`src/hdl/firs_map.svh`:
```
// Constant map for the FIR stream port block.
`ifndef FIRS_MAP_SVH
`define FIRS_MAP_SVH

// Number of synchroniser stages on the clear and enable pins.
`define FIRS_SYNC_STAGES    3
// Minimum number of clock cycles the clear must be held low.
`define FIRS_CLEAR_MIN_CYC  2
// Number of transfers in one configuration packet.
`define FIRS_CFG_WORDS      1
// Number of coefficient words in one reload packet.
`define FIRS_RELOAD_WORDS   8
// Pipeline depth from a taken sample to its result.
`define FIRS_LATENCY        4
// Reset value of the data-valid sideband bit.
`define FIRS_DVALID_RST     1'b0
// Bit position of the data-valid flag in the output user field.
`define FIRS_DVALID_POS     0

`endif

```
`src/hdl/firs_pkg.sv`:
```
// Type package for the FIR stream port block.
package firs_pkg;

  typedef enum logic [1:0] {
    FIRS_FRAME_NONE,
    FIRS_FRAME_VECTOR,
    FIRS_FRAME_PACKET
  } firs_frame_t;

endpackage

```
`src/hdl/firs_top.sv`:
```
// Stream port shell of a time-multiplexed FIR filter with framing checks.
`timescale 1ns/1ps
`include "firs_map.svh"

module firs_top
  import firs_pkg::*;
#(
  parameter int          DATA_W    = 16,
  parameter int          COEF_W    = 16,
  parameter int          CFG_W     = 8,
  parameter int          USER_W    = 4,
  parameter int          CHANNELS  = 4,
  parameter int          TAPS      = `FIRS_RELOAD_WORDS,
  parameter int          CFG_WORDS = `FIRS_CFG_WORDS,
  parameter int          LATENCY   = `FIRS_LATENCY,
  parameter firs_frame_t FRAMING   = FIRS_FRAME_VECTOR
) (
  // Clock, enable and clear
  input  wire logic                      clk_i,
  input  wire logic                      rst_i,
  input  wire logic                      clk_en_i,
  input  wire logic                      clear_n_i,
  // Cycles per sample, zero and one both mean every cycle
  input  wire logic [7:0]                cycles_per_sample_i,
  // Configuration channel
  input  wire logic                      s_axis_config_tvalid,
  output logic                           s_axis_config_tready,
  input  wire logic [CFG_W-1:0]          s_axis_config_tdata,
  input  wire logic                      s_axis_config_tlast,
  // Coefficient reload channel
  input  wire logic                      s_axis_reload_tvalid,
  output logic                           s_axis_reload_tready,
  input  wire logic [COEF_W-1:0]         s_axis_reload_tdata,
  input  wire logic                      s_axis_reload_tlast,
  // Sample input channel
  input  wire logic                      s_axis_data_tvalid,
  output logic                           s_axis_data_tready,
  input  wire logic [DATA_W-1:0]         s_axis_data_tdata,
  input  wire logic [USER_W+((CHANNELS > 1) ? $clog2(CHANNELS) : 1)-1:0] s_axis_data_tuser,
  input  wire logic                      s_axis_data_tlast,
  // Result output channel
  output logic                           m_axis_data_tvalid,
  input  wire logic                      m_axis_data_tready,
  output logic [DATA_W+COEF_W-1:0]       m_axis_data_tdata,
  output logic [USER_W+((CHANNELS > 1) ? $clog2(CHANNELS) : 1):0] m_axis_data_tuser,
  output logic                           m_axis_data_tlast,
  // Event pulses
  output logic                           event_s_data_tlast_missing,
  output logic                           event_s_data_tlast_unexpected,
  output logic                           event_s_data_channel_tag_incorrect,
  output logic                           event_s_reload_tlast_missing,
  output logic                           event_s_reload_tlast_unexpected,
  output logic                           event_s_config_tlast_missing,
  output logic                           event_s_config_tlast_unexpected
);

  localparam int TW = (CHANNELS > 1) ? $clog2(CHANNELS) : 1;
  localparam int OW = DATA_W + COEF_W;
  localparam int UW = USER_W + TW;

  // ---------------------------------------------------------------------------
  // Pin synchronisers
  // ---------------------------------------------------------------------------
  // Clear and enable come from pins; a level counts once stages two and three agree.
  logic [`FIRS_SYNC_STAGES-1:0] clr_sync_ff;
  logic [`FIRS_SYNC_STAGES-1:0] en_sync_ff;
  logic                         clr_q_ff;
  logic                         en_q_ff;
  logic                         nxt_clr_q;
  logic                         nxt_en_q;
  logic                         clr;
  logic                         run;

  always_comb begin
    nxt_clr_q = clr_q_ff;
    nxt_en_q  = en_q_ff;
    if (clr_sync_ff[1] == clr_sync_ff[2]) begin
      nxt_clr_q = clr_sync_ff[2];
    end
    if (en_sync_ff[1] == en_sync_ff[2]) begin
      nxt_en_q = en_sync_ff[2];
    end
  end

  always_ff @(posedge clk_i or posedge rst_i) begin
    if (rst_i) begin
      clr_sync_ff <= '0;
      en_sync_ff  <= '0;
      clr_q_ff    <= 1'b0;
      en_q_ff     <= 1'b0;
    end else begin
      clr_sync_ff <= {clr_sync_ff[`FIRS_SYNC_STAGES-2:0], !clear_n_i};
      en_sync_ff  <= {en_sync_ff[`FIRS_SYNC_STAGES-2:0], clk_en_i};
      clr_q_ff    <= nxt_clr_q;
      en_q_ff     <= nxt_en_q;
    end
  end

  // A held clear of two cycles survives the synchroniser; shorter pulses may be lost.
  assign clr = clr_q_ff;
  assign run = en_q_ff && !clr;

  // ---------------------------------------------------------------------------
  // Coefficients and configuration
  // ---------------------------------------------------------------------------
  localparam int CI = (TAPS > 1) ? $clog2(TAPS) : 1;

  logic [COEF_W-1:0] coef_ff [TAPS];
  logic [COEF_W-1:0] nxt_coef [TAPS];
  logic [CI-1:0]     coef_idx_ff;
  logic [CI-1:0]     nxt_coef_idx;
  logic [CFG_W-1:0]  cfg_ff;
  logic [CFG_W-1:0]  nxt_cfg;
  logic              cfg_rdy_ff;
  logic              rld_rdy_ff;
  logic              nxt_cfg_rdy;
  logic              nxt_rld_rdy;
  logic              cfg_xfer;
  logic              rld_xfer;

  assign cfg_xfer = run && s_axis_config_tvalid && cfg_rdy_ff;
  assign rld_xfer = run && s_axis_reload_tvalid && rld_rdy_ff;

  always_comb begin
    nxt_coef     = coef_ff;
    nxt_coef_idx = coef_idx_ff;
    nxt_cfg      = cfg_ff;
    nxt_cfg_rdy  = cfg_rdy_ff;
    nxt_rld_rdy  = rld_rdy_ff;
    if (clr) begin
      nxt_coef_idx = '0;
      nxt_cfg_rdy  = 1'b0;
      nxt_rld_rdy  = 1'b0;
    end else if (run) begin
      // Both side channels are always able to take a word while the block runs.
      nxt_cfg_rdy = 1'b1;
      nxt_rld_rdy = 1'b1;
      if (cfg_xfer) begin
        nxt_cfg = s_axis_config_tdata;
      end
      if (rld_xfer) begin
        nxt_coef[coef_idx_ff] = s_axis_reload_tdata;
        nxt_coef_idx = (s_axis_reload_tlast || coef_idx_ff == CI'(TAPS - 1)) ? '0 : coef_idx_ff + CI'(1);
      end
    end
  end

  always_ff @(posedge clk_i or posedge rst_i) begin
    if (rst_i) begin
      coef_ff     <= '{default: '0};
      coef_idx_ff <= '0;
      cfg_ff      <= '0;
      cfg_rdy_ff  <= 1'b0;
      rld_rdy_ff  <= 1'b0;
    end else begin
      coef_ff     <= nxt_coef;
      coef_idx_ff <= nxt_coef_idx;
      cfg_ff      <= nxt_cfg;
      cfg_rdy_ff  <= nxt_cfg_rdy;
      rld_rdy_ff  <= nxt_rld_rdy;
    end
  end

  // ---------------------------------------------------------------------------
  // Sample intake and channel counter
  // ---------------------------------------------------------------------------
  logic [7:0]    pace_ff;
  logic [7:0]    nxt_pace;
  logic [TW-1:0] chan_ff;
  logic [TW-1:0] nxt_chan;
  logic          in_rdy_ff;
  logic          nxt_in_rdy;
  logic          stall;
  logic          in_xfer;
  logic          chan_last;
  logic          ev_dmiss_ff;
  logic          ev_dunex_ff;
  logic          ev_tag_ff;
  logic          nxt_dmiss;
  logic          nxt_dunex;
  logic          nxt_tag;

  // The pipe holds while a result waits, so back-pressure reaches the intake.
  assign stall     = m_axis_data_tvalid && !m_axis_data_tready;
  assign in_xfer   = run && s_axis_data_tvalid && in_rdy_ff && !stall;
  assign chan_last = (chan_ff == TW'(CHANNELS - 1));

  always_comb begin
    nxt_pace   = pace_ff;
    nxt_chan   = chan_ff;
    nxt_in_rdy = in_rdy_ff;
    nxt_dmiss  = ev_dmiss_ff;
    nxt_dunex  = ev_dunex_ff;
    nxt_tag    = ev_tag_ff;
    if (clr) begin
      nxt_pace   = '0;
      nxt_chan   = '0;
      nxt_in_rdy = 1'b0;
      nxt_dmiss  = 1'b0;
      nxt_dunex  = 1'b0;
      nxt_tag    = 1'b0;
    end else if (run) begin
      nxt_dmiss = in_xfer && FRAMING == FIRS_FRAME_VECTOR && chan_last && !s_axis_data_tlast;
      nxt_dunex = in_xfer && FRAMING == FIRS_FRAME_VECTOR && !chan_last && s_axis_data_tlast;
      nxt_tag   = in_xfer && (s_axis_data_tuser[TW-1:0] != chan_ff);
      if (in_xfer) begin
        nxt_chan   = chan_last ? '0 : chan_ff + TW'(1);
        nxt_pace   = (cycles_per_sample_i > 8'h01) ? cycles_per_sample_i - 8'h01 : 8'h00;
        nxt_in_rdy = (cycles_per_sample_i <= 8'h01);
      end else if (pace_ff != 8'h00) begin
        nxt_pace   = pace_ff - 8'h01;
        nxt_in_rdy = (pace_ff == 8'h01);
      end else begin
        nxt_in_rdy = 1'b1;
      end
    end
  end

  always_ff @(posedge clk_i or posedge rst_i) begin
    if (rst_i) begin
      pace_ff     <= '0;
      chan_ff     <= '0;
      in_rdy_ff   <= 1'b0;
      ev_dmiss_ff <= 1'b0;
      ev_dunex_ff <= 1'b0;
      ev_tag_ff   <= 1'b0;
    end else begin
      pace_ff     <= nxt_pace;
      chan_ff     <= nxt_chan;
      in_rdy_ff   <= nxt_in_rdy;
      ev_dmiss_ff <= nxt_dmiss;
      ev_dunex_ff <= nxt_dunex;
      ev_tag_ff   <= nxt_tag;
    end
  end

  // ---------------------------------------------------------------------------
  // Fixed-latency result pipe
  // ---------------------------------------------------------------------------
  // Arithmetic is a product with the first tap; the pipe length is what matters here.
  logic          pv_ff   [LATENCY];
  logic [OW-1:0] pd_ff   [LATENCY];
  logic [UW-1:0] pu_ff   [LATENCY];
  logic          pl_ff   [LATENCY];
  logic          nxt_pv  [LATENCY];
  logic [OW-1:0] nxt_pd  [LATENCY];
  logic [UW-1:0] nxt_pu  [LATENCY];
  logic          nxt_pl  [LATENCY];
  logic          dvalid_ff;
  logic          nxt_dvalid;

  always_comb begin
    nxt_pv     = pv_ff;
    nxt_pd     = pd_ff;
    nxt_pu     = pu_ff;
    nxt_pl     = pl_ff;
    nxt_dvalid = dvalid_ff;
    if (clr) begin
      nxt_pv     = '{default: 1'b0};
      nxt_dvalid = `FIRS_DVALID_RST;
    end else if (run && !stall) begin
      // One shift per advance keeps latency fixed in advancing cycles.
      nxt_pv[0] = in_xfer;
      nxt_pd[0] = OW'($signed(s_axis_data_tdata) * $signed(coef_ff[0]));
      nxt_pu[0] = {s_axis_data_tuser[UW-1:TW], chan_ff};
      nxt_pl[0] = (FRAMING == FIRS_FRAME_PACKET) ? s_axis_data_tlast : chan_last;
      for (int i = 1; i < LATENCY; i++) begin
        nxt_pv[i] = pv_ff[i-1];
        nxt_pd[i] = pd_ff[i-1];
        nxt_pu[i] = pu_ff[i-1];
        nxt_pl[i] = pl_ff[i-1];
      end
      if (pv_ff[LATENCY-1]) begin
        nxt_dvalid = 1'b1;
      end
    end
  end

  always_ff @(posedge clk_i or posedge rst_i) begin
    if (rst_i) begin
      pv_ff     <= '{default: 1'b0};
      pd_ff     <= '{default: '0};
      pu_ff     <= '{default: '0};
      pl_ff     <= '{default: 1'b0};
      dvalid_ff <= `FIRS_DVALID_RST;
    end else begin
      pv_ff     <= nxt_pv;
      pd_ff     <= nxt_pd;
      pu_ff     <= nxt_pu;
      pl_ff     <= nxt_pl;
      dvalid_ff <= nxt_dvalid;
    end
  end

  assign m_axis_data_tvalid = pv_ff[LATENCY-1];
  assign m_axis_data_tdata  = pd_ff[LATENCY-1];
  assign m_axis_data_tuser  = {pu_ff[LATENCY-1], dvalid_ff};
  assign m_axis_data_tlast  = pl_ff[LATENCY-1] && (FRAMING != FIRS_FRAME_NONE);

  assign s_axis_data_tready            = in_rdy_ff;
  assign s_axis_config_tready          = cfg_rdy_ff;
  assign s_axis_reload_tready          = rld_rdy_ff;
  assign event_s_data_tlast_missing    = ev_dmiss_ff;
  assign event_s_data_tlast_unexpected = ev_dunex_ff;
  assign event_s_data_channel_tag_incorrect = ev_tag_ff;

  // ---------------------------------------------------------------------------
  // Side channel packet checks
  // ---------------------------------------------------------------------------
  firs_pkt_check #(.WORDS(TAPS)) u_reload_chk (
    .clk_i        (clk_i),
    .rst_i        (rst_i),
    .run_i        (run),
    .clr_i        (clr),
    .xfer_i       (rld_xfer),
    .last_i       (s_axis_reload_tlast),
    .missing_o    (event_s_reload_tlast_missing),
    .unexpected_o (event_s_reload_tlast_unexpected)
  );

  firs_pkt_check #(.WORDS(CFG_WORDS)) u_config_chk (
    .clk_i        (clk_i),
    .rst_i        (rst_i),
    .run_i        (run),
    .clr_i        (clr),
    .xfer_i       (cfg_xfer),
    .last_i       (s_axis_config_tlast),
    .missing_o    (event_s_config_tlast_missing),
    .unexpected_o (event_s_config_tlast_unexpected)
  );

endmodule

```
`src/hdl/firs_pkt_check.sv`:
```
// Transfer counter that checks tlast placement on one stream.
`timescale 1ns/1ps

module firs_pkt_check
  import firs_pkg::*;
#(
  parameter int WORDS = 8
) (
  // Clock and reset
  input  wire logic clk_i,
  input  wire logic rst_i,
  // Qualifiers
  input  wire logic run_i,
  input  wire logic clr_i,
  // Observed transfer
  input  wire logic xfer_i,
  input  wire logic last_i,
  // Event pulses
  output logic      missing_o,
  output logic      unexpected_o
);

  localparam int CW = (WORDS > 1) ? $clog2(WORDS) : 1;

  logic [CW-1:0] cnt_ff;
  logic [CW-1:0] nxt_cnt;
  logic          miss_ff;
  logic          nxt_miss;
  logic          unex_ff;
  logic          nxt_unex;
  logic          at_end;

  assign at_end       = (cnt_ff == CW'(WORDS - 1));
  assign missing_o    = miss_ff;
  assign unexpected_o = unex_ff;

  // A word count always restarts on tlast so one bad packet does not skew the next.
  always_comb begin
    nxt_cnt  = cnt_ff;
    nxt_miss = miss_ff;
    nxt_unex = unex_ff;
    if (clr_i) begin
      nxt_cnt  = '0;
      nxt_miss = 1'b0;
      nxt_unex = 1'b0;
    end else if (run_i) begin
      nxt_miss = xfer_i && at_end && !last_i;
      nxt_unex = xfer_i && !at_end && last_i;
      if (xfer_i) begin
        nxt_cnt = (at_end || last_i) ? '0 : cnt_ff + CW'(1);
      end
    end
  end

  always_ff @(posedge clk_i or posedge rst_i) begin
    if (rst_i) begin
      cnt_ff  <= '0;
      miss_ff <= 1'b0;
      unex_ff <= 1'b0;
    end else begin
      cnt_ff  <= nxt_cnt;
      miss_ff <= nxt_miss;
      unex_ff <= nxt_unex;
    end
  end

endmodule

```
`config.mk`:
```
export PLATFORM = sky130hd
export DESIGN_NAME = firs_top
export DESIGN_NICKNAME = d
export VERILOG_FILES = /design/src/hdl/firs_pkg.sv /design/src/hdl/firs_top.sv /design/src/hdl/firs_pkt_check.sv
export VERILOG_INCLUDE_DIRS = /design/src /design/src/hdl
export SDC_FILE = /design/constraint.sdc
export NUM_CORES = 1
export LEC_CHECK = 0
export ABC_AREA = 1
export BUFFER_PORTS_ARGS = -buffer_cell sky130_fd_sc_hd__buf_2
export CORE_ASPECT_RATIO = 0.9
export CORE_MARGIN = 2
export CORE_UTILIZATION = 50
export CTS_BUF_LIST = sky130_fd_sc_hd__clkbuf_4
export DETAILED_ROUTE_END_ITERATION = 6
export GPL_TIMING_DRIVEN = 0
export MAX_ROUTING_LAYER = met4
export PLACE_DENSITY_LB_ADDON = 0.12
export SKIP_CTS_REPAIR_TIMING = 1
export SYNTH_ARGS = -nofsm -noshare
export SYNTH_HDL_FRONTEND = slang
export SYNTH_SLANG_ARGS = --single-unit
```
`constraint.sdc`:
```
create_clock -name clk_i -period 8.5 [get_ports clk_i]
set_input_delay 0.85 -clock clk_i [delete_from_list [all_inputs] [get_ports clk_i]]
set_output_delay 0.85 -clock clk_i [all_outputs]
set_load 0.02 [all_outputs]
```
# Word level (Yosys, flattened, before mapping)
# Cells that the tools add are included.
# classes
addsub	6
multipliers	1
n_lt_le_gt_ge	4
n_eq_ne	7
muxes	49
n_bitwise	3
reduce_logical	51
# op_table
cell	n
128-bit bitwise mux	1
16-bit demux with 3-bit select	1
8-bit 2-to-1 mux	5
16-bit by 16-bit multiplier with 32-bit output	1
1-bit 2-to-1 mux	27
1-bit logical AND	24
3-bit 2-to-1 mux	8
16-bit 2-to-1 mux	1
8-bit by 1-bit subtractor with 8-bit output, second input constant	2
2-bit AND reduction	6
2-bit nonzero test	6
1-bit zero test	9
8-bit by 1-bit equality test with 1-bit output, second input constant	1
8-bit by 1-bit > comparator with 1-bit output, second input constant	1
8-bit by 1-bit less-or-equal comparator with 1-bit output, second input constant	1
2-bit 2-to-1 mux	4
4-bit 2-to-1 mux	2
8-bit nonzero test	1
3-bit by 1-bit adder with 3-bit output, second input constant	2
3-bit equality test, second input constant	2
4-bit >= comparator, second input constant	1
4-bit by 1-bit < comparator with 1-bit output, second input constant	1
3-bit inverter with 4-bit output	1
1-bit logical OR	3
other kinds (8)	10
# totals
ff_bits	323
inputBits	65
output_inout_bits	51
wordCells	164

# Depth between registers and ports, before layout
# Gate-level depths: netlist of run 1.
# logic_depth
depth_word	9
mapped_depth	27

# Hierarchy
# From an unflattened synthesis of run 1, not the netlist that was laid out.
# unflattened
hier_cells	2436
area_unflattened_um2	19558.8
# by_module_without_submodules
mod	instances	cells_each	area_per_inst_um2	seq_area_each_um2
firs_top	1	2375	19118.3	5079.9
firs_pkt_check at u_reload_chk	1	40	291.5	125.1
firs_pkt_check at u_config_chk	1	21	148.9	75.1

# Worst setup path after synthesis of run 1
# No wires, ideal clock.
# synth_timing
kind	in2reg
startpoint	input port s_axis_data_tdata[15]
endpoint	register pd_ff[126] (netlist bit)
setup_time_ns	0.118
arrival_ns	5.804
required_ns	8.382
setup_slack_ns	2.578
cell_stages	23
path_buffers	1
path_cell_list	clkbuf_1 > nand2_1 > fa_1 > inv_1 > fa_1 > inv_1 > fa_1 > inv_1 > fa_1 > fa_1 > inv_1 > fa_1 > inv_1 > ha_1 > nand2_1 > nor2_1 > nand2_1 > nor4_1 > nand2_1 > nand2_1 > nand2_1 > nand3_1 > nand2_1
# synth_via
elab_chain_cells	1
# synth_rtl
item	line_no	source
start, declared	firs_top.sv:38	input wire logic [DATA_W-1:0] s_axis_data_tdata,
16-bit by 16-bit multiplier with 32-bit output	firs_top.sv:264	nxt_pd[0] = OW'($signed(s_axis_data_tdata) * $signed(coef_ff[0]));
end signal, assigned	firs_top.sv:288	pd_ff <= nxt_pd;
end, declared	firs_top.sv:242	logic [OW-1:0] pd_ff [LATENCY];
# No other way between the ends.
# A chain may end at the register's enable or synchronous reset.

# Worst setup path after layout of run 1
# layout_timing
startpoint	register coef_ff[117] (netlist bit)
endpoint	register pd_ff[125] (netlist bit)
# layout_via
elab_chain_cells	1
# layout_rtl
item	line_no	source
start, declared	firs_top.sv:108	logic [COEF_W-1:0] coef_ff [TAPS];
start signal, assigned	firs_top.sv:156	coef_ff <= nxt_coef;
16-bit by 16-bit multiplier with 32-bit output	firs_top.sv:264	
# No other way between the ends.

==> flow_metrics.py, run 1 <==
metrics = {
    "synthesis": {
        "synth.most_common_cell": "nand2_1",
        "syn_avg_cell_area_um2": 8.10,
        "ys_top_cells_by_area": "dfrtp_1, fa_1, nand2_1",
        "netlist_area_mm2": 0.0195,
        "yosysTopAreaCell": "dfrtp_1",
        "syn-num-nets": 2820,
        "synth_top_area_share": 0.271,
        "ys_seq_area_frac": 0.271,
        "synth_edf_count": 0,
        "synth_seq_cells": 211,
        "ys_warn_count": 0,
        "async_reset_ff_frac": 1.00,
        "netlist_instances": 2402,
        "synth.distinct_cells": 42,
        "synth_ff_type": "dfrtp_1",
        "netlist_top_cells_count": "nand2_1, inv_1, fa_1",
    },
    "place": {
        "preCtsSetupSlack_ns": 1.42,
        "hpwl_mm": 39.4,
        "dp.cells": 3024,
        "gp_congestion": 0.946,
        "placement.io_buffers": 96,
    },
    "cts": {
        "clk_pin_slew_worst_paths_ns": 0.10,
        "cts_max_path_buffers": 3,
        "root_buffer": "clkbuf_4",
        "htree_levels": 2,
        "cts_tree": "yes",
        "clk_latency_ns": 0.83,
        "cts-buffers-inserted": 57,
        "cts_sinks": 211,
    },
    "timing": {
        "timing.final.ws_setup_ns": 1.72,
        "min_period_ns": 6.78,
        "relSlewSlack": 0.489,
        "setup_viol": 0,
        "fin_crit_sh": 0.798,
        "worst_clock_skew_ns": 0.115,
        "tightestPinTransition_ns": 0.767,
        "slew_viol_final": 0,
        "rsz0062_at_grt": "false",
        "fmax_ghz": 0.147,
        "hold_viol": 0,
    },
    "worst_setup_path": {
        "cp_slowest_cell": "fa_1",
        "path_max_fanout": 10,
        "cp-start-kind": "flop",
        "slowest_delay_ns": 0.74,
        "crit_arrival_ns": 7.47,
        "crit_chain": "clkbuf_1 > clkbuf_1 > nand2_1 > fa_1 > inv_1 > fa_1 > inv_1 > fa_1 > inv_1 > fa_1 > fa_1 > inv_1 > fa_1 > inv_1 > ha_1 > nand2_1 > nor2_1 > nand2_1 > nor3_1 > nand2_1 > nand3_1 > nand2_1 > nand3_1 > nand2_1",
        "crit_path_end_kind": "flop",
        "cp.required_ns": 9.19,
        "path_class": "flop to flop",
    },
    "drt": {
        "post_drt_wl_per_cell_um": 15.5,
        "viasPerCell": 4.87,
        "vias": 15200,
        "drt_iter0_markers": 1023,
        "drt_wl_total_mm": 48.6,
        "drt-pass1-iter-count": 5,
        "drcViolationCount": 0,
        "ant_nets": 0,
    },
    "floorplan": {
        "rows": 68,
        "start_util": 0.507,
        "ios": 116,
        "fp.coreArea_mm2": 0.0384,
        "die_w_um": 212,
        "fp.dieH_um": 191,
        "die_area_mm2": 0.0405,
    },
    "layout": {
        "multiInputGateArea_mm2": 0.0113,
        "final_nets": 2976,
        "drive_above_1_share": 0.102,
        "instances_no_fill": 3127,
        "syn_to_final_growth_pct": 9.88,
        "fill_cells": 3673,
        "ff_latch_area_mm2": 0.00528,
    },
    "grt": {
        "grt.total_usage": 0.267,
        "grt_pass1_wl_mm": 80.9,
        "grt_remaining_overflow": 0,
        "grt_antenna_before_repair": 3,
        "grt_start_max_net_pins": 114,
        "grt_pass1_vias": 15700,
    },
    "run_status": {
        "outcome": "finished clean",
    },
    "hold_path": {
        "hold_class": "input pin to async pin",
    },
    "run": {
        "drv_cap": 0,
    },
}
## sequential cells by signal (all words and copies together) (netlist names), 2 cells and up
signal               flops
pace_ff                  8
pv_ff                    3
chan_ff                  2
clr_sync_ff              3
coef_ff                 16
u_reload_chk.cnt_ff      3
m_axis_data_tdata       32
pd_ff                   96
m_axis_data_tuser        6
pl_ff                    3
pu_ff                   18
en_sync_ff               3
coef_idx_ff              3
## placed cells by master (no fill, tap or decap), types with 2 or more instances in the layout
cell      instances
clkbuf_4         83
clkinv_1          8
mux2_2            8
o21bai_1          7
o21ai_0         118
dfrtp_1         211
nand3_1          67
nand4_1          16
ha_1             91
buf_2           105
mux2_1            6
xor2_1           12
a21o_1            3
inv_2             3
inv_1           577
o31ai_1           6
xnor2_1          10
o21a_1            2
a31oi_1           2
diode_2           3
nand2_2           3
a21oi_1          27
maj3_1            2
buf_4            40
clkinv_2          6
o22ai_1           8
clkbuf_1         85
or2_2             4
fa_1            262
buf_1             2
nor3_1            9
nand2_1         735
nor2_1           63
## layout make-up
| cell class | count | share of cell area |
|---|---|---|
| repair buffers | 97 | 0.0238 |
| diodes | 3 | 0.000351 |
| inverters | 582 | 0.103 |
| plain buffers | 137 | 0.0320 |
| clock buffers | 83 | 0.0291 |
| multi-input cells | 1472 | 0.529 |
| clock inverters | 17 | 0.00556 |
| flip-flops and latches | 211 | 0.247 |
| well taps | 525 | 0.0307 |
## per-layer routing
layer  vias to the layer above  share of wire  GRT usage  wire [µm]
met2                       428           0.47      0.425      22700
met3                        72          0.069     0.0409       3350
li1                       7331              -          -          -
met5                         -              0          -          0
met4                         0          0.026     0.0837       1240
met1                      7384           0.44      0.352      21300
## kinds of logic (layout without fill, tap and decap cells)
logic type                 count (synthesis)  after routing  synth area share
and+or+nand+nor                          905            905             0.185
xor gates and xnor gates                  22             22           0.00990
buffers and inverters                    719            916             0.147
AOI/OAI and AO/OA                        176            176            0.0487
muxes                                     14             14           0.00810
DFF                                      211            211             0.271
adders and majority gates                355            355             0.329
other                                      0              3                 0
## worst max-delay path: cells and delay by family, from the launching register on
family	cells	cell delay, ns
adder cells (fa/ha/maj)	7	3.66
flip-flops	1	0.33
AND/OR/NAND/NOR	10	1.34
buffers and inverters	7	1.35
## metrics by stage
stage,area (µm²),hold slack (ns),setup TNS (ns),utilization
after detailed placement,20600,0.339,0,0.538
after global placement,20600,0.341,-103.61,0.537
final,21400,0.174,0,0.557
after floorplan,19500,0.331,0,-
after CTS,21400,0.102,0,0.557
after global routing,21400,0.118,0,0.557
## worst paths after layout
path,start,end,slack [ns],cells after the start
setup / recovery,coef_ff[117],pd_ff[125],1.72,24
hold / removal,rst_i,coef_ff[123],0.17,2
setup reg to reg,coef_ff[117],pd_ff[125],1.72,24
hold reg to reg,clr_sync_ff[0],clr_sync_ff[1],0.36,0
max in group asynchronous,rst_i,pu_ff[23],7.21,3
min in group clk_i,clk_en_i,en_sync_ff[0],0.19,1
Power of run 1 is left out: the tool's default activity adds up to more than one toggle a clock period on the data nets, which glitch-free logic cannot reach.
==> run 2, diff against run 1 <==
- clock period: 8.5 -> 5.45 ns (I/O delays scaled with it)
==> run 2 against run 1 <==
Compared with the run above:
- the run now ends with negative setup slack left
- final area rose by 6.2%
- sequential share of layout area decreased by 1.4 points
- largest cell class unchanged
- clock-buffer cell count decreased by 4
- non-clock buffer count up 56
- hold slack got worse by 0.14 ns
==> flow_metrics.py, run 2 (synthesis gave the netlist of run 1 again) <==
metrics = {
    "run_status": {
        "outcome": "complete, but fails checks",
        "failed_checks": "negative setup slack",
    },
    "worst_setup_path": {
        "critPathLaunch": "coef_ff[115]",
        "cp.required_ns": 6.06,
        "path_class": "flop to flop",
        "cp-start-kind": "flop",
        "r2r_setup_slack_ns": -0.03,
        "crit_arrival_ns": 6.09,
        "path_max_fanout": 8,
        "crit_path_end_kind": "flop",
        "reg2reg_from": "coef_ff[115]",
    },
    "floorplan": {
        "fp.dieH_um": 191,
        "rows": 68,
        "start_util": 0.507,
        "die_area_mm2": 0.0405,
        "ios": 116,
        "die_w_um": 212,
        "fp.coreArea_mm2": 0.0384,
    },
    "hold_path": {
        "hold_class": "input pin to flop",
        "hold_start": "s_axis_data_tuser[5]",
    },
    "grt": {
        "grt_pass1_wl_mm": 81.0,
        "grt_remaining_overflow": 0,
        "grt.total_usage": 0.267,
        "grt_start_max_net_pins": 43,
        "grt_antenna_before_repair": 2,
        "grt_pass1_vias": 16000,
    },
    "timing": {
        "relSlewSlack": 0.496,
        "slew_viol_final": 0,
        "timing.hold.ws_ns": 0.0366,
        "worst_clock_skew_ns": 0.0818,
        "hold_viol": 0,
        "fin_crit_sh": 1.00,
        "setup_viol": 2,
        "fmax_ghz": 0.183,
        "timing.final.ws_setup_ns": -0.0271,
        "min_period_ns": 5.48,
        "tightestPinTransition_ns": 0.755,
        "rsz0062_at_grt": "true",
    },
    "layout": {
        "multiInputGateArea_mm2": 0.0119,
        "instances_no_fill": 3188,
        "most-common-layout-cells": "nand2_1, inv_1, fa_1",
        "syn_to_final_growth_pct": 16.7,
        "final_common_cell": "nand2_1",
        "largest-register": "pd_ff",
        "largest_reg_flops": 96,
        "fill_cells": 3543,
        "final_nets": 3031,
        "drive_above_1_share": 0.175,
        "fin_area_mm2": 0.0227,
        "ff_latch_area_mm2": 0.00530,
    },
    "cts": {
        "clk_pin_slew_worst_paths_ns": 0.07,
        "cts-buffers-inserted": 56,
        "cts_sinks": 211,
        "htree_levels": 2,
        "clk_latency_ns": 0.79,
        "cts_tree": "yes",
        "cts_max_path_buffers": 3,
        "root_buffer": "clkbuf_4",
    },
    "drt": {
        "post_drt_wl_per_cell_um": 15.6,
        "drt_iter0_markers": 873,
        "drt-pass1-iter-count": 5,
        "vias": 15500,
        "drcViolationCount": 0,
        "viasPerCell": 4.86,
        "drt_wl_total_mm": 49.8,
        "ant_nets": 0,
    },
    "place": {
        "dp.cells": 3028,
        "placement.io_buffers": 96,
        "hpwl_mm": 39.9,
        "gp_congestion": 0.909,
        "placed_area_mm2": 0.0207,
    },
    "run": {
        "drv_cap": 0,
    },
}
[run 2: worst paths after layout]
check,to,cells past startpoint
max,pd_ff[118],21
min,pu_ff[23],3
max reg2reg,pd_ff[118],21
min reg2reg,clr_sync_ff[1],0
max in group asynchronous,pd_ff[81],6
min in group asynchronous,clr_sync_ff[0],3
[run 2: final cells by class]
class / count / area share
timing repair buffer: 167 / 0.0511
clock inverter: 27 / 0.00535
inverter: 582 / 0.0966
tap: 525 / 0.0289
antenna: 2 / 0.000220
clock buffer: 79 / 0.0261
sequential: 211 / 0.233
buffer: 123 / 0.0340
multi-input combinational: 1472 / 0.524
[run 2: critical path: stages, from the launching register on]
cell and delay, ns:
dfrtp_2 0.53, nand2_2 0.12, inv_2 0.04, fa_2 0.66, buf_6 0.13, fa_1 0.42, fa_1 0.57, fa_1 0.44
fa_1 0.55, inv_1 0.05, fa_1 0.52, inv_2 0.05, ha_4 0.30, nand2_4 0.06, inv_2 0.06, nand2_4 0.06
nor3_4 0.17, nand4_1 0.20, nand3_1 0.14, nand2_1 0.07, nand3_2 0.07, nand2_1 0.06
[run 2: stage by stage]
step	util	setup WS, ns	setup TNS [ns]
after floorplan	-	0.00237	0
after global placement	0.537	-1.05	-18.78
after detailed placement	0.540	-1.10	-19.73
after CTS	0.559	-1.00	-16.39
after global routing	0.592	-0.252	-2.35
final	0.592	-0.0271	-0.0484
[run 2: metal layers]
metal	wire length [µm]	GRT usage
met1	21800	0.338
met2	23500	0.431
met3	2940	0.0491
met4	1600	0.0948
met5	0	-
Power of run 2 is left out for the same reason.
